[config.mk]
export PLATFORM = sky130hd
export DESIGN_NAME = iab_top
export DESIGN_NICKNAME = d
export VERILOG_FILES = /design/src/iab_pkg.sv /design/src/iab_top.sv
export VERILOG_INCLUDE_DIRS = /design/src
export SDC_FILE = /design/constraint.sdc
export NUM_CORES = 1
export LEC_CHECK = 0
export BUFFER_PORTS_ARGS = -buffer_cell sky130_fd_sc_hd__buf_2
export CAP_MARGIN = 10
export CORE_UTILIZATION = 50
export DETAILED_ROUTE_END_ITERATION = 7
export GPL_TIMING_DRIVEN = 1
export PLACE_DENSITY = 0.76
export SLEW_MARGIN = 20
export SYNTH_ARGS = -nofsm -noshare
export SYNTH_HDL_FRONTEND = slang
export SYNTH_SLANG_ARGS = --single-unit
[constraint.sdc]
create_clock -name clock -period 6.5 [get_ports clock]
set_clock_uncertainty 0.15 [all_clocks]
set_input_delay 0.65 -clock clock [delete_from_list [all_inputs] [get_ports clock]]
set_output_delay 0.65 -clock clock [all_outputs]
set_load 0.02 [all_outputs]
[src/iab_map.svh]
`ifndef IAB_MAP_SVH
`define IAB_MAP_SVH
// ****************************************************************
// Timing counts and field constants.
// ****************************************************************
`define IAB_CLK_NS   5
`define IAB_MST_NS   15000
`define IAB_MST_CYC  ((`IAB_MST_NS) / (`IAB_CLK_NS))
`define IAB_RDY_NS   2500
`define IAB_RDY_CYC  ((`IAB_RDY_NS) / (`IAB_CLK_NS))
`define IAB_CNT_W    12
`define IAB_IRQ_RTC  8
`define IAB_IRQ_SYS  13
`define IAB_DMA_SYS  4
`define IAB_DMA_16   5
`define IAB_IO_LO    4
`define IAB_IO_HI    9
`define IAB_BE_NONE  2'h0
`define IAB_ZWS_EDGE 2'h2
`endif

[src/iab_pkg.sv]
// ****************************************************************
// Types shared by the adapter bus interface.
// ****************************************************************
package iab_pkg;
   typedef enum logic [2:0] {
      iab_st_idle = 3'h0,
      iab_st_dma  = 3'h1,
      iab_st_mreq = 3'h2,
      iab_st_mown = 3'h3
   } iab_st_e;
   typedef logic [15:0] iab_word_t;
   typedef logic [16:0] iab_addr_t;
   // Bus pins as sampled through the synchroniser.
   typedef struct packed {
      logic        bclk;
      logic        bale;
      logic        ior_n;
      logic        iow_n;
      logic        memr_n;
      logic        memw_n;
      logic        aen;
      logic        dack_n;
      logic        sbhe_n;
      logic        rdrv;
      logic [19:0] sa;
      logic [6:0]  la;
      iab_word_t   sd;
   } iab_pins_s;
   // One captured write.
   typedef struct packed {
      iab_addr_t  addr;
      logic       mem;
      logic [1:0] be;
      iab_word_t  data;
   } iab_ent_s;
endpackage : iab_pkg

[src/iab_top.sv]
// Functional notes
// IRQ rises, held high until acknowledged
// Host ranks IRQ9 highest, IRQ7 lowest
// Never use interrupt lines 8 or 13
// Drive read data while IOR active
// Capture data bus on decoded IOW
// Host derives SMEMR/SMEMW for low 1Mb
// Address valid one clock before command
// Hold DRQ high until DACK asserted
// Host ranks DMA channel 0 highest
// Channels 0-3 8-bit, 5-7 16-bit, 4 unused
// Host acknowledges DMA by DACK low
// AEN gives DMA controller the bus
// Host pulses terminal count per channel
// SBHE and SA0 select byte lanes
// Master: DACK, MASTER low, wait 1/2 clocks
// Release MASTER within 15 microseconds
// MEM CS16 decoded from LA17-LA23 only
// IO CS16 asserted from IO address decode
// 0WS from memory decode and command
// 8-bit 0WS one clock after command
// Ready low immediately, at most 2.5 us
// Bus reset high returns logic to idle
// Latch SA and LA decode at BALE fall
// Ignore IO matches while AEN active
`timescale 1ns/10ps
`default_nettype none
`include "iab_map.svh"
module iab_top #(
   parameter int         IRQ_LINE = 5,
   parameter int         DMA_CH   = 5,
   parameter logic [9:0] IO_BASE  = 10'h320,
   parameter logic [6:0] MEM_BASE = 7'h06,
   parameter bit         MEM16    = 1'b1
) (
   input  wire logic              clock,
   input  wire logic              rst_n,
   input  wire logic              bclk,
   input  wire logic              bale,
   input  wire logic              reset_drv,
   input  wire logic              aen,
   input  wire logic              ior_n,
   input  wire logic              iow_n,
   input  wire logic              memr_n,
   input  wire logic              memw_n,
   input  wire logic              sbhe_n,
   input  wire logic [19:0]       sa,
   input  wire logic [6:0]        la,
   input  wire logic              dack_n,
   input  wire iab_pkg::iab_word_t sd_i,
   output var  iab_pkg::iab_word_t sd_o,
   output var  logic [1:0]        sd_oe,
   output var  logic              irq,
   output var  logic              drq,
   output var  logic              iochrdy_o,
   output var  logic              iochrdy_oe,
   output var  logic              io_cs16_n_o,
   output var  logic              io_cs16_oe,
   output var  logic              mem_cs16_n_o,
   output var  logic              mem_cs16_oe,
   output var  logic              zws_n_o,
   output var  logic              zws_oe,
   output var  logic              master_n_o,
   output var  logic              master_oe,
   input  wire logic              irq_set,
   input  wire logic              irq_ack,
   input  wire logic              dma_req,
   output var  logic              dma_gnt,
   input  wire logic              mst_req,
   output var  logic              mst_addr_en,
   output var  logic              mst_cmd_en,
   output var  logic              rd_req,
   output var  iab_pkg::iab_addr_t rd_addr,
   output var  logic              rd_mem,
   output var  logic [1:0]        rd_be,
   input  wire logic              rd_ack,
   input  wire iab_pkg::iab_word_t rd_data,
   output var  logic              wr_valid,
   input  wire logic              wr_ready,
   output var  iab_pkg::iab_addr_t wr_addr,
   output var  logic              wr_mem,
   output var  logic [1:0]        wr_be,
   output var  iab_pkg::iab_word_t wr_data
);
   import iab_pkg::*;

   // ****************************************************************
   // Parameter checks.
   // ****************************************************************
   if (IRQ_LINE == `IAB_IRQ_RTC || IRQ_LINE == `IAB_IRQ_SYS ||
       IRQ_LINE < 3 || IRQ_LINE > 15) begin : g_bad_irq
      $error("Interrupt line not offered on the channel.");
   end
   if (DMA_CH == `IAB_DMA_SYS || DMA_CH < 0 || DMA_CH > 7) begin : g_bad_dma
      $error("DMA channel not offered on the channel.");
   end
   if (`IAB_MST_CYC >= (1 << `IAB_CNT_W)) begin : g_bad_cnt
      $error("Counter too narrow for master limit.");
   end

   // ****************************************************************
   // Synchroniser for all bus pins.
   // ****************************************************************
   iab_pins_s pin_w;
   iab_pins_s m_q;
   iab_pins_s s_q;
   logic      clr;

   assign pin_w = {bclk, bale, ior_n, iow_n, memr_n, memw_n, aen, dack_n,
                   sbhe_n, reset_drv, sa, la, sd_i};

   // Two flops before any logic looks at a pin.
   always_ff @(posedge clock) begin
      m_q <= pin_w;
      s_q <= m_q;
   end

   // Bus reset acts like the local reset.
   assign clr = !rst_n || s_q.rdrv;

   // ****************************************************************
   // Core state.
   // ****************************************************************
   iab_st_e                st_q, st_d;
   logic [`IAB_CNT_W-1:0]  mcnt_q, mcnt_d, rcnt_q, rcnt_d;
   logic [1:0]             bc_q, bc_d, zc_q, zc_d, pv_q, pv_d, rbe_q, rbe_d;
   logic [19:0]            a_q, a_d;
   logic                   lam_q, lam_d, sbh_q, sbh_d;
   logic                   act_q, act_d, wrk_q, wrk_d, rdw_q, rdw_d;
   logic                   irq_q, irq_d, drq_q, drq_d, gnt_q, gnt_d;
   logic                   mo_q, mo_d, ae_q, ae_d, ce_q, ce_d;
   logic                   rdy_q, rdy_d, iocs_q, iocs_d;
   logic                   mcs_q, mcs_d, zws_q, zws_d;
   logic                   rq_q, rq_d;
   iab_word_t              sdo_q, sdo_d;
   logic [1:0]             sdoe_q, sdoe_d;
   iab_ent_s               wc_q, wc_d;
   logic                   io_hit, rd_c, wr_c, mem_c, brise, bfall;
   logic                   push, wend;
   logic [1:0]             be_w;
   // Two-entry buffer: head drives the user port, spare absorbs a stall.
   iab_ent_s               hd_q, hd_d, sp_q, sp_d;
   logic                   hv_q, hv_d, sv_q, sv_d;

   // Next state of the whole bus engine.
   always_comb begin
      st_d   = st_q;
      mcnt_d = mcnt_q;
      bc_d   = bc_q;
      pv_d   = {s_q.bclk, s_q.bale};
      brise  = s_q.bclk && !pv_q[1];
      bfall  = !s_q.bclk && pv_q[1];
      // Address follows the pins while BALE is high, frozen on its fall.
      a_d    = s_q.bale ? s_q.sa : a_q;
      lam_d  = s_q.bale ? (s_q.la == MEM_BASE) : lam_q;
      sbh_d  = s_q.bale ? s_q.sbhe_n : sbh_q;
      be_w   = {!sbh_q, !a_q[0]};
      rbe_d  = be_w;
      io_hit = (a_q[`IAB_IO_HI:`IAB_IO_LO] == IO_BASE[`IAB_IO_HI:`IAB_IO_LO])
               && !s_q.aen;
      rd_c   = (io_hit && !s_q.ior_n) || (lam_q && !s_q.memr_n);
      wr_c   = (io_hit && !s_q.iow_n) || (lam_q && !s_q.memw_n);
      mem_c  = lam_q && !(s_q.memr_n && s_q.memw_n);
      act_d  = rd_c || wr_c;
      wrk_d  = wr_c;
      wend   = wrk_q && !wr_c;
      push   = wend && !sv_q && (wc_q.be != `IAB_BE_NONE);
      irq_d  = irq_set || (irq_q && !irq_ack);
      drq_d  = drq_q;
      gnt_d  = 1'b0;
      mo_d   = mo_q;
      ae_d   = ae_q;
      ce_d   = ce_q;
      rq_d   = 1'b0;
      rdw_d  = rdw_q;
      sdo_d  = sdo_q;
      sdoe_d = sdoe_q;
      wc_d   = wc_q;
      // Keep the latest bus value while the write strobe is low.
      if (wr_c) begin
         wc_d = '{addr: a_q[16:0], mem: mem_c, be: be_w, data: s_q.sd};
      end
      // Read: ask the user side, then drive lanes until the strobe ends.
      if (rd_c && !act_q) begin
         rq_d  = 1'b1;
         rdw_d = 1'b1;
      end else if (rdw_q && rd_c && rd_ack) begin
         rdw_d  = 1'b0;
         sdo_d  = rd_data;
         sdoe_d = be_w;
      end
      if (!rd_c) begin
         rdw_d  = 1'b0;
         sdoe_d = 2'h0;
      end
      // Stretch while data is missing or the buffer is full.
      rdy_d  = ((rd_c && (rdw_q || !act_q)) || (wr_c && sv_q)) &&
               (rcnt_q < `IAB_CNT_W'(`IAB_RDY_CYC));
      rcnt_d = act_d ? (rdy_d ? rcnt_q + 1'b1 : rcnt_q) : '0;
      iocs_d = io_hit;
      mcs_d  = s_q.bale ? (s_q.la == MEM_BASE) : lam_q;
      // Falling clock edges seen with the command active.
      zc_d   = mem_c ? ((bfall && zc_q != `IAB_ZWS_EDGE) ? zc_q + 1'b1 : zc_q)
                     : 2'h0;
      zws_d  = mem_c && !rdy_d &&
               (MEM16 || zc_q == `IAB_ZWS_EDGE);
      // DMA request and cascade bus master sequencing.
      case (st_q)
         iab_st_idle: begin
            mcnt_d = '0;
            bc_d   = 2'h0;
            if (mst_req) begin
               st_d  = iab_st_mreq;
               drq_d = 1'b1;
            end else if (dma_req) begin
               st_d  = iab_st_dma;
               drq_d = 1'b1;
            end
         end
         iab_st_dma: begin
            if (!s_q.dack_n) begin
               drq_d = 1'b0;
               gnt_d = 1'b1;
               st_d  = iab_st_idle;
            end
         end
         iab_st_mreq: begin
            if (!s_q.dack_n) begin
               mo_d   = 1'b1;
               mcnt_d = '0;
               bc_d   = 2'h0;
               st_d   = iab_st_mown;
            end
         end
         iab_st_mown: begin
            mcnt_d = mcnt_q + 1'b1;
            if (brise && bc_q != 2'h3) begin
               bc_d = bc_q + 1'b1;
            end
            ae_d = (bc_d >= 2'h2);
            ce_d = (bc_d == 2'h3);
            if (!mst_req || s_q.dack_n ||
                mcnt_q == `IAB_CNT_W'(`IAB_MST_CYC - 1)) begin
               mo_d  = 1'b0;
               ae_d  = 1'b0;
               ce_d  = 1'b0;
               drq_d = 1'b0;
               st_d  = iab_st_idle;
            end
         end
         default: begin
            st_d  = iab_st_idle;
            drq_d = 1'b0;
            mo_d  = 1'b0;
         end
      endcase
   end

   // Registers of the bus engine.
   always_ff @(posedge clock) begin
      if (clr) begin
         st_q   <= iab_st_idle;
         mcnt_q <= '0;
         rcnt_q <= '0;
         bc_q   <= 2'h0;
         zc_q   <= 2'h0;
         pv_q   <= 2'h0;
         a_q    <= 20'h00000;
         lam_q  <= 1'b0;
         sbh_q  <= 1'b1;
         act_q  <= 1'b0;
         wrk_q  <= 1'b0;
         rdw_q  <= 1'b0;
         irq_q  <= 1'b0;
         drq_q  <= 1'b0;
         gnt_q  <= 1'b0;
         mo_q   <= 1'b0;
         ae_q   <= 1'b0;
         ce_q   <= 1'b0;
         rdy_q  <= 1'b0;
         iocs_q <= 1'b0;
         mcs_q  <= 1'b0;
         zws_q  <= 1'b0;
         rq_q   <= 1'b0;
         sdo_q  <= 16'h0000;
         sdoe_q <= 2'h0;
         rbe_q  <= 2'h0;
         wc_q   <= '0;
      end else begin
         st_q   <= st_d;
         mcnt_q <= mcnt_d;
         rcnt_q <= rcnt_d;
         bc_q   <= bc_d;
         zc_q   <= zc_d;
         pv_q   <= pv_d;
         a_q    <= a_d;
         lam_q  <= lam_d;
         sbh_q  <= sbh_d;
         act_q  <= act_d;
         wrk_q  <= wrk_d;
         rdw_q  <= rdw_d;
         irq_q  <= irq_d;
         drq_q  <= drq_d;
         gnt_q  <= gnt_d;
         mo_q   <= mo_d;
         ae_q   <= ae_d;
         ce_q   <= ce_d;
         rdy_q  <= rdy_d;
         iocs_q <= iocs_d;
         mcs_q  <= mcs_d;
         zws_q  <= zws_d;
         rq_q   <= rq_d;
         sdo_q  <= sdo_d;
         sdoe_q <= sdoe_d;
         rbe_q  <= rbe_d;
         wc_q   <= wc_d;
      end
   end

   // ****************************************************************
   // Write buffer.
   // ****************************************************************
   // Pop the head, promote the spare, then place a new word.
   always_comb begin
      hd_d = hd_q;
      sp_d = sp_q;
      hv_d = hv_q;
      sv_d = sv_q;
      if (hv_q && wr_ready) begin
         hv_d = sv_q;
         hd_d = sp_q;
         sv_d = 1'b0;
      end
      if (push) begin
         if (!hv_d) begin
            hd_d = wc_q;
            hv_d = 1'b1;
         end else begin
            sp_d = wc_q;
            sv_d = 1'b1;
         end
      end
   end

   // Buffer registers.
   always_ff @(posedge clock) begin
      if (clr) begin
         hd_q <= '0;
         sp_q <= '0;
         hv_q <= 1'b0;
         sv_q <= 1'b0;
      end else begin
         hd_q <= hd_d;
         sp_q <= sp_d;
         hv_q <= hv_d;
         sv_q <= sv_d;
      end
   end

   // ****************************************************************
   // Outputs.
   // ****************************************************************
   assign sd_o         = sdo_q;
   assign sd_oe        = sdoe_q;
   assign irq          = irq_q;
   assign drq          = drq_q;
   assign dma_gnt      = gnt_q;
   assign mst_addr_en  = ae_q;
   assign mst_cmd_en   = ce_q;
   assign master_oe    = mo_q;
   assign iochrdy_oe   = rdy_q;
   assign io_cs16_oe   = iocs_q;
   assign mem_cs16_oe  = mcs_q;
   assign zws_oe       = zws_q;
   // Open-drain pins only ever pull low, so their data is a fixed zero
   // and the enable flop alone says whether the pin is pulled.
   assign iochrdy_o    = 1'b0;
   assign io_cs16_n_o  = 1'b0;
   assign mem_cs16_n_o = 1'b0;
   assign zws_n_o      = 1'b0;
   assign master_n_o   = 1'b0;
   assign rd_req       = rq_q;
   assign rd_addr      = a_q[16:0];
   assign rd_mem       = lam_q;
   assign rd_be        = rbe_q;
   assign wr_valid     = hv_q;
   assign wr_addr      = hd_q.addr;
   assign wr_mem       = hd_q.mem;
   assign wr_be        = hd_q.be;
   assign wr_data      = hd_q.data;

   // ****************************************************************
   // Checks.
   // ****************************************************************
   logic [`IAB_CNT_W-1:0] hm_q, hr_q;

   // Cycles that MASTER and the ready stretch have been held.
   always_ff @(posedge clock) begin
      hm_q <= (clr || !mo_q) ? '0 : hm_q + 1'b1;
      hr_q <= (clr || !rdy_q) ? '0 : hr_q + 1'b1;
   end
endmodule : iab_top
`default_nettype wire

; ---- Word-level counts from Yosys, hierarchy flattened
; Index checks and enable logic that the tools add are counted.
; Widths: inputs -> output; s select.
[classes]
shifts = 0
mul = 0
muxes = 33
reduce_logical = 60
n_eq_ne = 12
addsub = 3
bitwise_logic = 6
div = 0
order_cmp = 2
[op_table]
columns = operator, n
row1 = $mux 36, 3
row2 = $pmux 12 s3, 1
row3 = $add 12x1->12 const B, 2
row4 = $logic_and 1x1->1, 21
row5 = $logic_not 1->1, 16
row6 = $mux 1, 16
row7 = $mux 3, 5
row8 = $eq 12x12->1 const B, 1
row9 = $lt 12x9->1 const B, 1
row10 = $mux 12, 1
row11 = $pmux 3 s4, 1
row12 = $logic_or 1x1->1, 9
row13 = $ne 2x2->1 const B, 4
row14 = $reduce_and 4->1, 2
row15 = $reduce_or 2->1, 4
row16 = $eq 7x3->1 const B, 1
row17 = $eq 3x2->1 const B, 2
row18 = $eq 6x6->1 const B, 1
row19 = $mux 2, 3
row20 = $not 1->1, 6
row21 = $pmux 2 s3, 1
row22 = $reduce_and 2->1, 3
row23 = $pmux 1 s4, 1
row24 = $reduce_bool 2->1, 2
row25 = 9 further kinds, 9
[word_totals]
latch_bits = 0
wordCells = 180
ramBits = 0
memories = 0
regBits = 293
rom_bits = 0

; ---- Depth between registers and ports, before layout
; Gate-level depths: netlist of run 1.
[depth]
depth_word = 9
mapped_depth = 7
ltp_nobuf = 6

; ---- Least setup slack after synthesis of run 1
; No wires, ideal clock.
[synth_path]
path_kind = register to register
start = register a_q[8]
end = register rcnt_q[7]
t_arrival_ns = 2.014
path_stages_with_launch = 7
setup_ns = 0.073
path_slack_ns = 4.264
required_ns = 6.277
path_cell_list = dfxtp_1 -> nand4bb_4 -> o41ai_4 -> a22oi_1 -> buf_2 -> or4_1 -> a21oi_1
[synth_via]
elab_chain_len = 7
[synth_rtl]
columns = element, line_no
row1 = from (decl), iab_top.sv:127  ; logic [19:0] a_q, a_d;
row2 = from (signal assigned), iab_top.sv:268  ; a_q <= 20'h00000;
row3 = from (signal assigned), iab_top.sv:296  ; a_q <= a_d;
row4 = $eq 6x6->1 (*), iab_top.sv:159  ; io_hit = (a_q[`IAB_IO_HI:`IAB_IO_LO] == IO_BASE[`IAB_IO_HI:`IAB_IO_LO])
row5 = $logic_and 1x1->1 (*), iab_top.sv:159
row6 = "$logic_and 1x1->1, on equally long branches", "iab_top.sv:161, iab_top.sv:162"
row7 = "$logic_or 1x1->1, on equally long branches", "iab_top.sv:161, iab_top.sv:162"
row8 = $logic_or 1x1->1 / $logic_and 1x1->1 (equally long branches), "iab_top.sv:164, iab_top.sv:197"
row9 = $not 1->1 (no line) / $logic_or 1x1->1 (equally long branches), n/a
row10 = $reduce_or 2->1 (no line) / $logic_and 1x1->1 (equally long branches), n/a
row11 = to (signal assigned), iab_top.sv:292  ; rcnt_q <= rcnt_d;
row12 = to (decl), iab_top.sv:125  ; logic [`IAB_CNT_W-1:0] mcnt_q, mcnt_d, rcnt_q, rcnt_d;
; Mark *: on every way between the ends. The rest lies on a longest branch, timed or not.
; A chain may end at the register's enable or synchronous reset.

; ---- Worst setup path after layout of run 1
[layout_path]
start = register a_q[6]
end = register hd_q, in the netlist wr_data[6]
[layout_via]
elab_chain_len = 9
[layout_rtl]
columns = element, line_no
row1 = $eq 6x6->1, iab_top.sv:159
row2 = $logic_and 1x1->1, iab_top.sv:159
row3 = $logic_and 1x1->1, iab_top.sv:162  ; wr_c = (io_hit && !s_q.iow_n) || (lam_q && !s_q.memw_n);
row4 = $logic_or 1x1->1, iab_top.sv:162
row5 = $logic_not 1->1, iab_top.sv:166  ; wend = wrk_q && !wr_c;
row6 = $logic_and 1x1->1, iab_top.sv:166
row7 = $logic_and 1x1->1 (2 in a row), iab_top.sv:167  ; push = wend && !sv_q && (wc_q.be != `IAB_BE_NONE);
row8 = $mux 36, iab_top.sv:334  ; if (push) begin
row9 = to (signal assigned), iab_top.sv:348  ; hd_q <= '0;
row10 = to (signal assigned), iab_top.sv:353  ; hd_q <= hd_d;
row11 = to (decl), iab_top.sv:142  ; iab_ent_s hd_q, hd_d, sp_q, sp_d;
; No other way between the ends.

==> results of run 1 <==
## state kept, by name, summed over array words and instances (netlist names), 2 cells and up
name / flops
wr_be: 2
sd_o: 16
rcnt_q: 12
mcnt_q: 12
wr_addr: 17
wr_data: 16
rd_be: 2
pv_d: 2
st_q: 2
wc_q: 36
a_q: 17
s_q: 48
sd_oe: 2
sp_q: 36
bc_q: 2
m_q: 50
## per-stage QoR
step	area, sq um	cells	hold WS, ps	total power, mW	util, %
2_1_floorplan	9510	1012	160	1.93	-
3_3_place_gp	10400	1345	160	1.96	55.8
3_5_place_dp	10400	1345	162	1.97	55.8
4_1_cts	11400	1398	50.9	3.64	61.0
5_1_grt	11400	1399	47.3	3.72	61.1
6_report	11400	1399	70.3	3.61	61.1
## worst max-delay path: cells and delay by family (launching register included)
kind	cells	cell delay [ps]
AOI/OAI and AO/OA	2	370
buffers and inverters	2	810
DFF	1	430
and+or+nand+nor	3	1300
## layer usage
metal	track usage, %	wire length (um)	up-vias
met1	28.7	9780	3513
met2	34.8	9920	246
met3	4.47	1350	46
met5	0	0	-
met4	6.88	510	0
li1	-	-	3703
## how the worst max path moves through the flow
stage	endpoint	cells past startpoint
2_1_floorplan	rcnt_q[7]$_SDFFE_PP0P_	6
3_3_place_gp	wr_data[10]$_SDFF_PP0_	7
3_5_place_dp	wr_data[6]$_SDFF_PP0_	6
4_1_cts	wr_data[6]$_SDFF_PP0_	7
5_1_grt	wr_data[6]$_SDFF_PP0_	7
6_report	wr_data[6]$_SDFF_PP0_	7
## power by group through the flow
stage / clock (mW) / combinational [mW] / sequential, mW
3_3_place_gp: 0 / 0.0846 / 1.88
5_1_grt: 1.78 / 0.0961 / 1.84
2_1_floorplan: 0 / 0.0468 / 1.88
4_1_cts: 1.71 / 0.0870 / 1.84
6_report: 1.68 / 0.0880 / 1.84
3_5_place_dp: 0 / 0.0861 / 1.88
## cell families after synthesis
family	after synthesis
fa+ha+maj	3
xor+xnor	1
flops	291
simple gates	416
buf+inv	75
compound gates	202
other cells	1
mux	19
## cell type report
cell class,count,area (sq um)
multi-input combinational,646,3390
timing repair buffer,169,883
sequential,291,5830
clock buffer,44,852
fill,1595,7250
tap,234,293
inverter,6,22.5
clock inverter,9,129
## cells in the mapped netlist (all sizes together) (6+ instances only)
cell and count:
and2 8, dfxtp 291, a22oi 6, nor2b 6, buf 16, clkbuf 53, inv 6, nand3 42
mux2i 19, nand2b 6, o21ai 17, a21oi 115, nor2 88, a311oi 37, nand2 227
==> key figures, run 1 <==
Timing
  • Final setup viols: 0
  • Fin. Hold Viols: 0
  • Setup TNS: 0 ps
  • Min cycle time layout: 3190 ps
  • Max Slew Vio Count: 0
  • Fmax: roughly 310 MHz
  • Max_slew headroom: about 36%
  • Actual slew at the worst max-slew pin: 956 ps
  • RSZ-0062 raised after global routing: no
  • Final period util: between 40% and 50%
  • Setup WS post-layout: around 3300 ps

Hold path
  • Hold Path End: m_q[28]$_DFF_P_
  • Hold Path Class: primary input to flip-flop
  • Hold Crit Depth: 1
  • Hold Path Origin: sa[5]

Outcome
  • Failing checks: design-rule violations
  • Outcome: finished with violations

Yosys
  • Synth Area in Simple Gates: between 10% and 20%
  • Netlist cell types: 53
  • Most common flop cell mapped by yosys: dfxtp_1
  • Synth Area in Compound Gates: between 10% and 20%
  • Synthesis Warnings: 0
  • Post-synth EDFFs: 0
  • Dominant cells by area after synthesis: dfxtp_1 61%, nand2_1 9.0%, a21oi_1 6.1%, nor2_1 3.5%, a311oi_1 3.4%
  • Netlist Area Pre-Place: ~0.0095 sq mm
  • Asr flop ratio synth: 0%
  • Mapped Cells: 1008
  • Flops & latches, synth: roughly 290
  • Area share of the largest cell type after synthesis: around three fifths
  • Post-Synth Adder-Cell Area: less than 1%
  • Mux cell area share after synthesis: under 10%
  • Post-synth top area cell: dfxtp_1
  • Syn Area/Cell: between 9 and 10 sq um
  • Largest family of logic cells by synthesized area: simple AND/OR/NAND/NOR gates
  • Sequential area share after synthesis: a little over 60%
  • Xor/xnor cell area share of the yosys netlist: less than 1%

Clocking
  • Max H-tree Level: 1
  • Hold-fix buffers, CTS: 0
  • Clock buffer depth: 3
  • Sink Count: ~290
  • Cts repair resizes: 0
  • Worst-Skew Late Latency: about 530 ps
  • CTS tree: yes
  • Postcts setup bufs: 0
  • Clk Tree Root Cell: clkbuf_16
  • CTS buffer count: 29
  • Clk slew on worst S/H paths: roughly 60 ps

Worst setup path
  • Critical path type: flip-flop to flip-flop
  • CP Launch Point: a_q[6]$_SDFFE_PP0P_
  • Startpoint class of the critical path: flip-flop
  • Capturing point of the worst reg2reg path: wr_data[6]$_SDFF_PP0_
  • FF-to-FF path depth: 7
  • Crit path DAT: about 3500 ps
  • Critical path cell sequence: nor4b_1 -> a21boi_4 -> buf_4 -> nand3_2 -> buf_4 -> nor2_1 -> a311oi_1
  • Worst Path Required: roughly 6800 ps
  • Reg-to-reg critical path startpoint: a_q[6]$_SDFFE_PP0P_
  • Crit-path max cell delay: 710 ps
  • CP endpoint kind: flip-flop
  • CP most frequent cell: buf_4
  • Setup slack, reg-to-reg: 3310 ps
  • Slowest CP cell: nor4b_1
  • CP max FO: 42

Global routing
  • Gr ovfl total: 0
  • First-pass GRT wire length: between 30000 and 40000 um
  • Largest net degree at the start of global routing: 100
  • Total GRT Usage: between 20% and 30%
  • Initial antenna violation count: 0
  • Vias in the first global route: 6865

Pwr
  • Net switching power: around 0.74 mW
  • Worst vdd ir: around 0.27 mV
  • Clock power frac: a little under half
  • Seq pwr share: 50.9%
  • Static Leak: 4.55 nW
  • Gate power share: 2.4%
  • Switching Share: between 20% and 30%
  • Power per cell area: approximately 320 mW/mm^2
  • Internal Power: between 2 and 3 mW

Drt
  • DR vias: 7508
  • DRT Pass-1 Iters: 7
  • Wire length per cell: roughly 15 um
  • Drt drc: 2
  • Post-route ant nets: 0
  • Routed WL: 21600 um
  • Vias/cell: ~5.4
  • Initial drt markers: about 480

Floorplanning
  • Die W: about 140 um
  • Starting Density: around half
  • Core box area: between 0.015 and 0.02 sq mm
  • Rows: 50
  • DIE AREA: about 0.020 sq mm
  • Die H: approximately 140 um
  • I/O pin cnt: 168

Place
  • GPL Wtd Cong: 0.818
  • I/O Buffers: around 160
  • Post-place setup slack: between 2000 and 3000 ps
  • Dpl hpwl: about 13000 um

Final layout
  • Layout area overhead: 20.1%
  • Antenna cells: 0
  • Commonest non-fill, non-tap cell in the layout: dfxtp_1
  • Most frequent cells in the layout: 291 x dfxtp_1, 227 x nand2_1, 159 x buf_2
  • Nets: about 1.2k
  • Share of layout cells above drive strength 1: approximately a fifth

Run
  • Max-capacitance violation count: 0
No activity file was read; power rests on OpenSTA's default activity.
==> inputs of run 2 (changes only) <==
==> constraint.sdc (replaced) <==
create_clock -name clock -period 3.19 [get_ports clock]
set_clock_uncertainty 0.15 [all_clocks]
set_input_delay 0.319 -clock clock [delete_from_list [all_inputs] [get_ports clock]]
set_output_delay 0.319 -clock clock [all_outputs]
set_load 0.02 [all_outputs]
==> key figures, run 2 (synthesis gave the netlist of run 1 again) <==
Floorplanning
  • Die H: 140 um
  • DIE AREA: 0.0195 sq mm
  • Die W: 140 um
  • Core box area: 0.0186 sq mm
  • Rows: 50
  • I/O pin cnt: roughly 170
  • Starting Density: about half

Timing
  • Setup TNS: 0 ps
  • Actual slew at the worst max-slew pin: around 910 ps
  • Min cycle time layout: around 2600 ps
  • Fin. Hold Viols: 0
  • Max Slew Vio Count: 0
  • Fmax: 383 MHz
  • Max_slew headroom: between 30% and 40%
  • Final period util: approximately four fifths
  • Final setup viols: 0
  • RSZ-0062 raised after global routing: no

Hold path
  • Hold Path Origin: mst_req
  • Hold Path Class: primary input to flip-flop
  • Hold Path End: st_q[1]$_SDFFE_PP0P_
  • Hold Crit Depth: 4

Global routing
  • Initial antenna violation count: 0
  • Total GRT Usage: a little under a quarter
  • Vias in the first global route: around 7.4k
  • First-pass GRT wire length: roughly 37000 um
  • Largest net degree at the start of global routing: 76
  • Gr ovfl total: 0

Clocking
  • Clk slew on worst S/H paths: approximately 60 ps
  • Clock buffer depth: 3
  • Max H-tree Level: 1
  • Clk Tree Root Cell: clkbuf_16
  • CTS tree: yes
  • Sink Count: approximately 290
  • Hold-fix buffers, CTS: 68
  • Cts repair resizes: 0
  • Worst-Skew Late Latency: roughly 550 ps
  • CTS buffer count: 29
  • Postcts setup bufs: 0

Outcome
  • Outcome: finished with violations
  • Failing checks: design-rule violations

Pwr
  • Switching Share: a little over a fifth
  • Internal Power: roughly 5.9 mW
  • Clock power frac: 46.8%
  • Gate power share: around 3.3%
  • Worst vdd ir: a little under 0.5 mV
  • Seq pwr share: between 40 and 50%
  • Net switching power: 1.60 mW
  • Static Leak: just under 5 nW
  • Power per cell area: just over 600 mW/mm^2

Final layout
  • Reg with most FFs: m_q
  • Nets: between 1k and 1.5k
  • Antenna cells: 0
  • Fillcell total: 1483
  • Max reg flops: 50
  • Share of layout cells above drive strength 1: 19.0%
  • Area of the multi-input gates: 0.00339 sq mm
  • Largest regs: m_q (50), s_q (48)
  • Register area: 0.00583 sq mm
  • Most frequent cells in the layout: 291 x dfxtp_1, 227 x nand2_1, 159 x buf_2
  • Final core occ: around two thirds
  • Commonest non-fill, non-tap cell in the layout: dfxtp_1
  • Layout area overhead: 28.1%

Worst setup path
  • FF-to-FF path depth: 6
  • Critical path cell sequence: nor2_1 -> nor3b_1 -> nor3b_4 -> buf_4 -> nand2_1 -> a21oi_1
  • Worst Path Required: about 3500 ps
  • CP max FO: 20
  • Setup slack, reg-to-reg: 580 ps
  • Worst path depth: 6
  • Slowest CP cell: nor3b_4
  • Reg-to-reg critical path startpoint: wc_q[17]$_SDFFE_PP0P_
  • Capturing point of the worst reg2reg path: sp_q[8]$_SDFFE_PP0P_
  • Critical path buffers and inverters: 1
  • Crit path DAT: slightly below 3000 ps
  • CP endpoint kind: flip-flop
  • Crit-path max cell delay: between 700 and 800 ps
  • Family with the most delay on the worst path: simple AND/OR/NAND/NOR gates
  • Critical path type: flip-flop to flip-flop
  • Startpoint class of the critical path: flip-flop

Drt
  • Post-route ant nets: 0
  • Vias/cell: 5.29
  • Drt drc: 2
  • Routed WL: 22900 um
  • Initial drt markers: about 570
  • Wire length per cell: roughly 16 um
  • DRT Pass-1 Iters: 7
  • DR vias: roughly 7.8k

Place
  • Dpl hpwl: roughly 14000 um
  • GPL Wtd Cong: just under 0.9
  • I/O Buffers: 159

Run
  • Max-capacitance violation count: 0
## run 2: cell types whose count changed in the layout (fill, tap and decap cells not counted), sizes merged
| cell | before | now |
|---|---|---|
| clkbuf | 44 | 34 |
| inv | 7 | 10 |
| clkinv | 3 | 8 |
| buf | 169 | 176 |
| clkinvlp | 2 | 4 |
| bufinv | 3 | 4 |
| dlygate4sd3 | 0 | 68 |
## run 2: routing by layer
metal,global-route usage [%],up-vias,part of all wire [%]
met1,29.9,3644,43
met3,4.78,66,5.6
met4,10.1,0,4.0
met5,0,-,0
li1,-,3851,-
met2,38.1,244,47
## run 2: power groups by stage
stage | combinational, mW | clock, mW | sequential, mW
4_1_cts | 0.245 | 3.58 | 3.75
3_3_place_gp | 0.178 | 0 | 3.83
6_report | 0.250 | 3.52 | 3.75
5_1_grt | 0.269 | 3.75 | 3.76
2_1_floorplan | 0.0953 | 0 | 3.83
3_5_place_dp | 0.181 | 0 | 3.83
## run 2: how the worst max path moves through the flow
stage / from / endpoint
5_1_grt: wc_q[17]$_SDFFE_PP0P_ / sp_q[35]$_SDFFE_PP0P_
4_1_cts: wc_q[17]$_SDFFE_PP0P_ / sp_q[17]$_SDFFE_PP0P_
3_5_place_dp: a_q[8]$_SDFFE_PP0P_ / rcnt_q[5]$_SDFFE_PP0P_
2_1_floorplan: a_q[8]$_SDFFE_PP0P_ / rcnt_q[7]$_SDFFE_PP0P_
3_3_place_gp: a_q[8]$_SDFFE_PP0P_ / sp_q[17]$_SDFFE_PP0P_
6_report: wc_q[17]$_SDFFE_PP0P_ / sp_q[8]$_SDFFE_PP0P_
## run 2: stage by stage
step                hold WS (ps)  instance area, sq um  power [mW]  std cells  worst slack [ps]
floorplan                    160                  9510        3.92       1012               954
global placement             161                 10500        4.01       1353               748
detailed placement           162                 10500        4.01       1353               639
CTS                         3.98                 12200        7.57       1475               588
global route                49.0                 12200        7.77       1475               443
finish                      24.5                 12200        7.52       1475               581
## run 2: area by class of cell
class	count	share of cell area (%)
multi-input combinational	646	27.9
clock inverter	20	1.93
clock buffer	34	6.37
sequential	291	47.9
inverter	6	0.185
tap	234	2.41
timing repair buffer	244	13.3
## run 2: worst min-delay path: cells and delay by family
kind                   cells  cell delay, ps
AOI/OAI and AO/OA          1              50
buffers and inverters      1             110
and+or+nand+nor            2             200
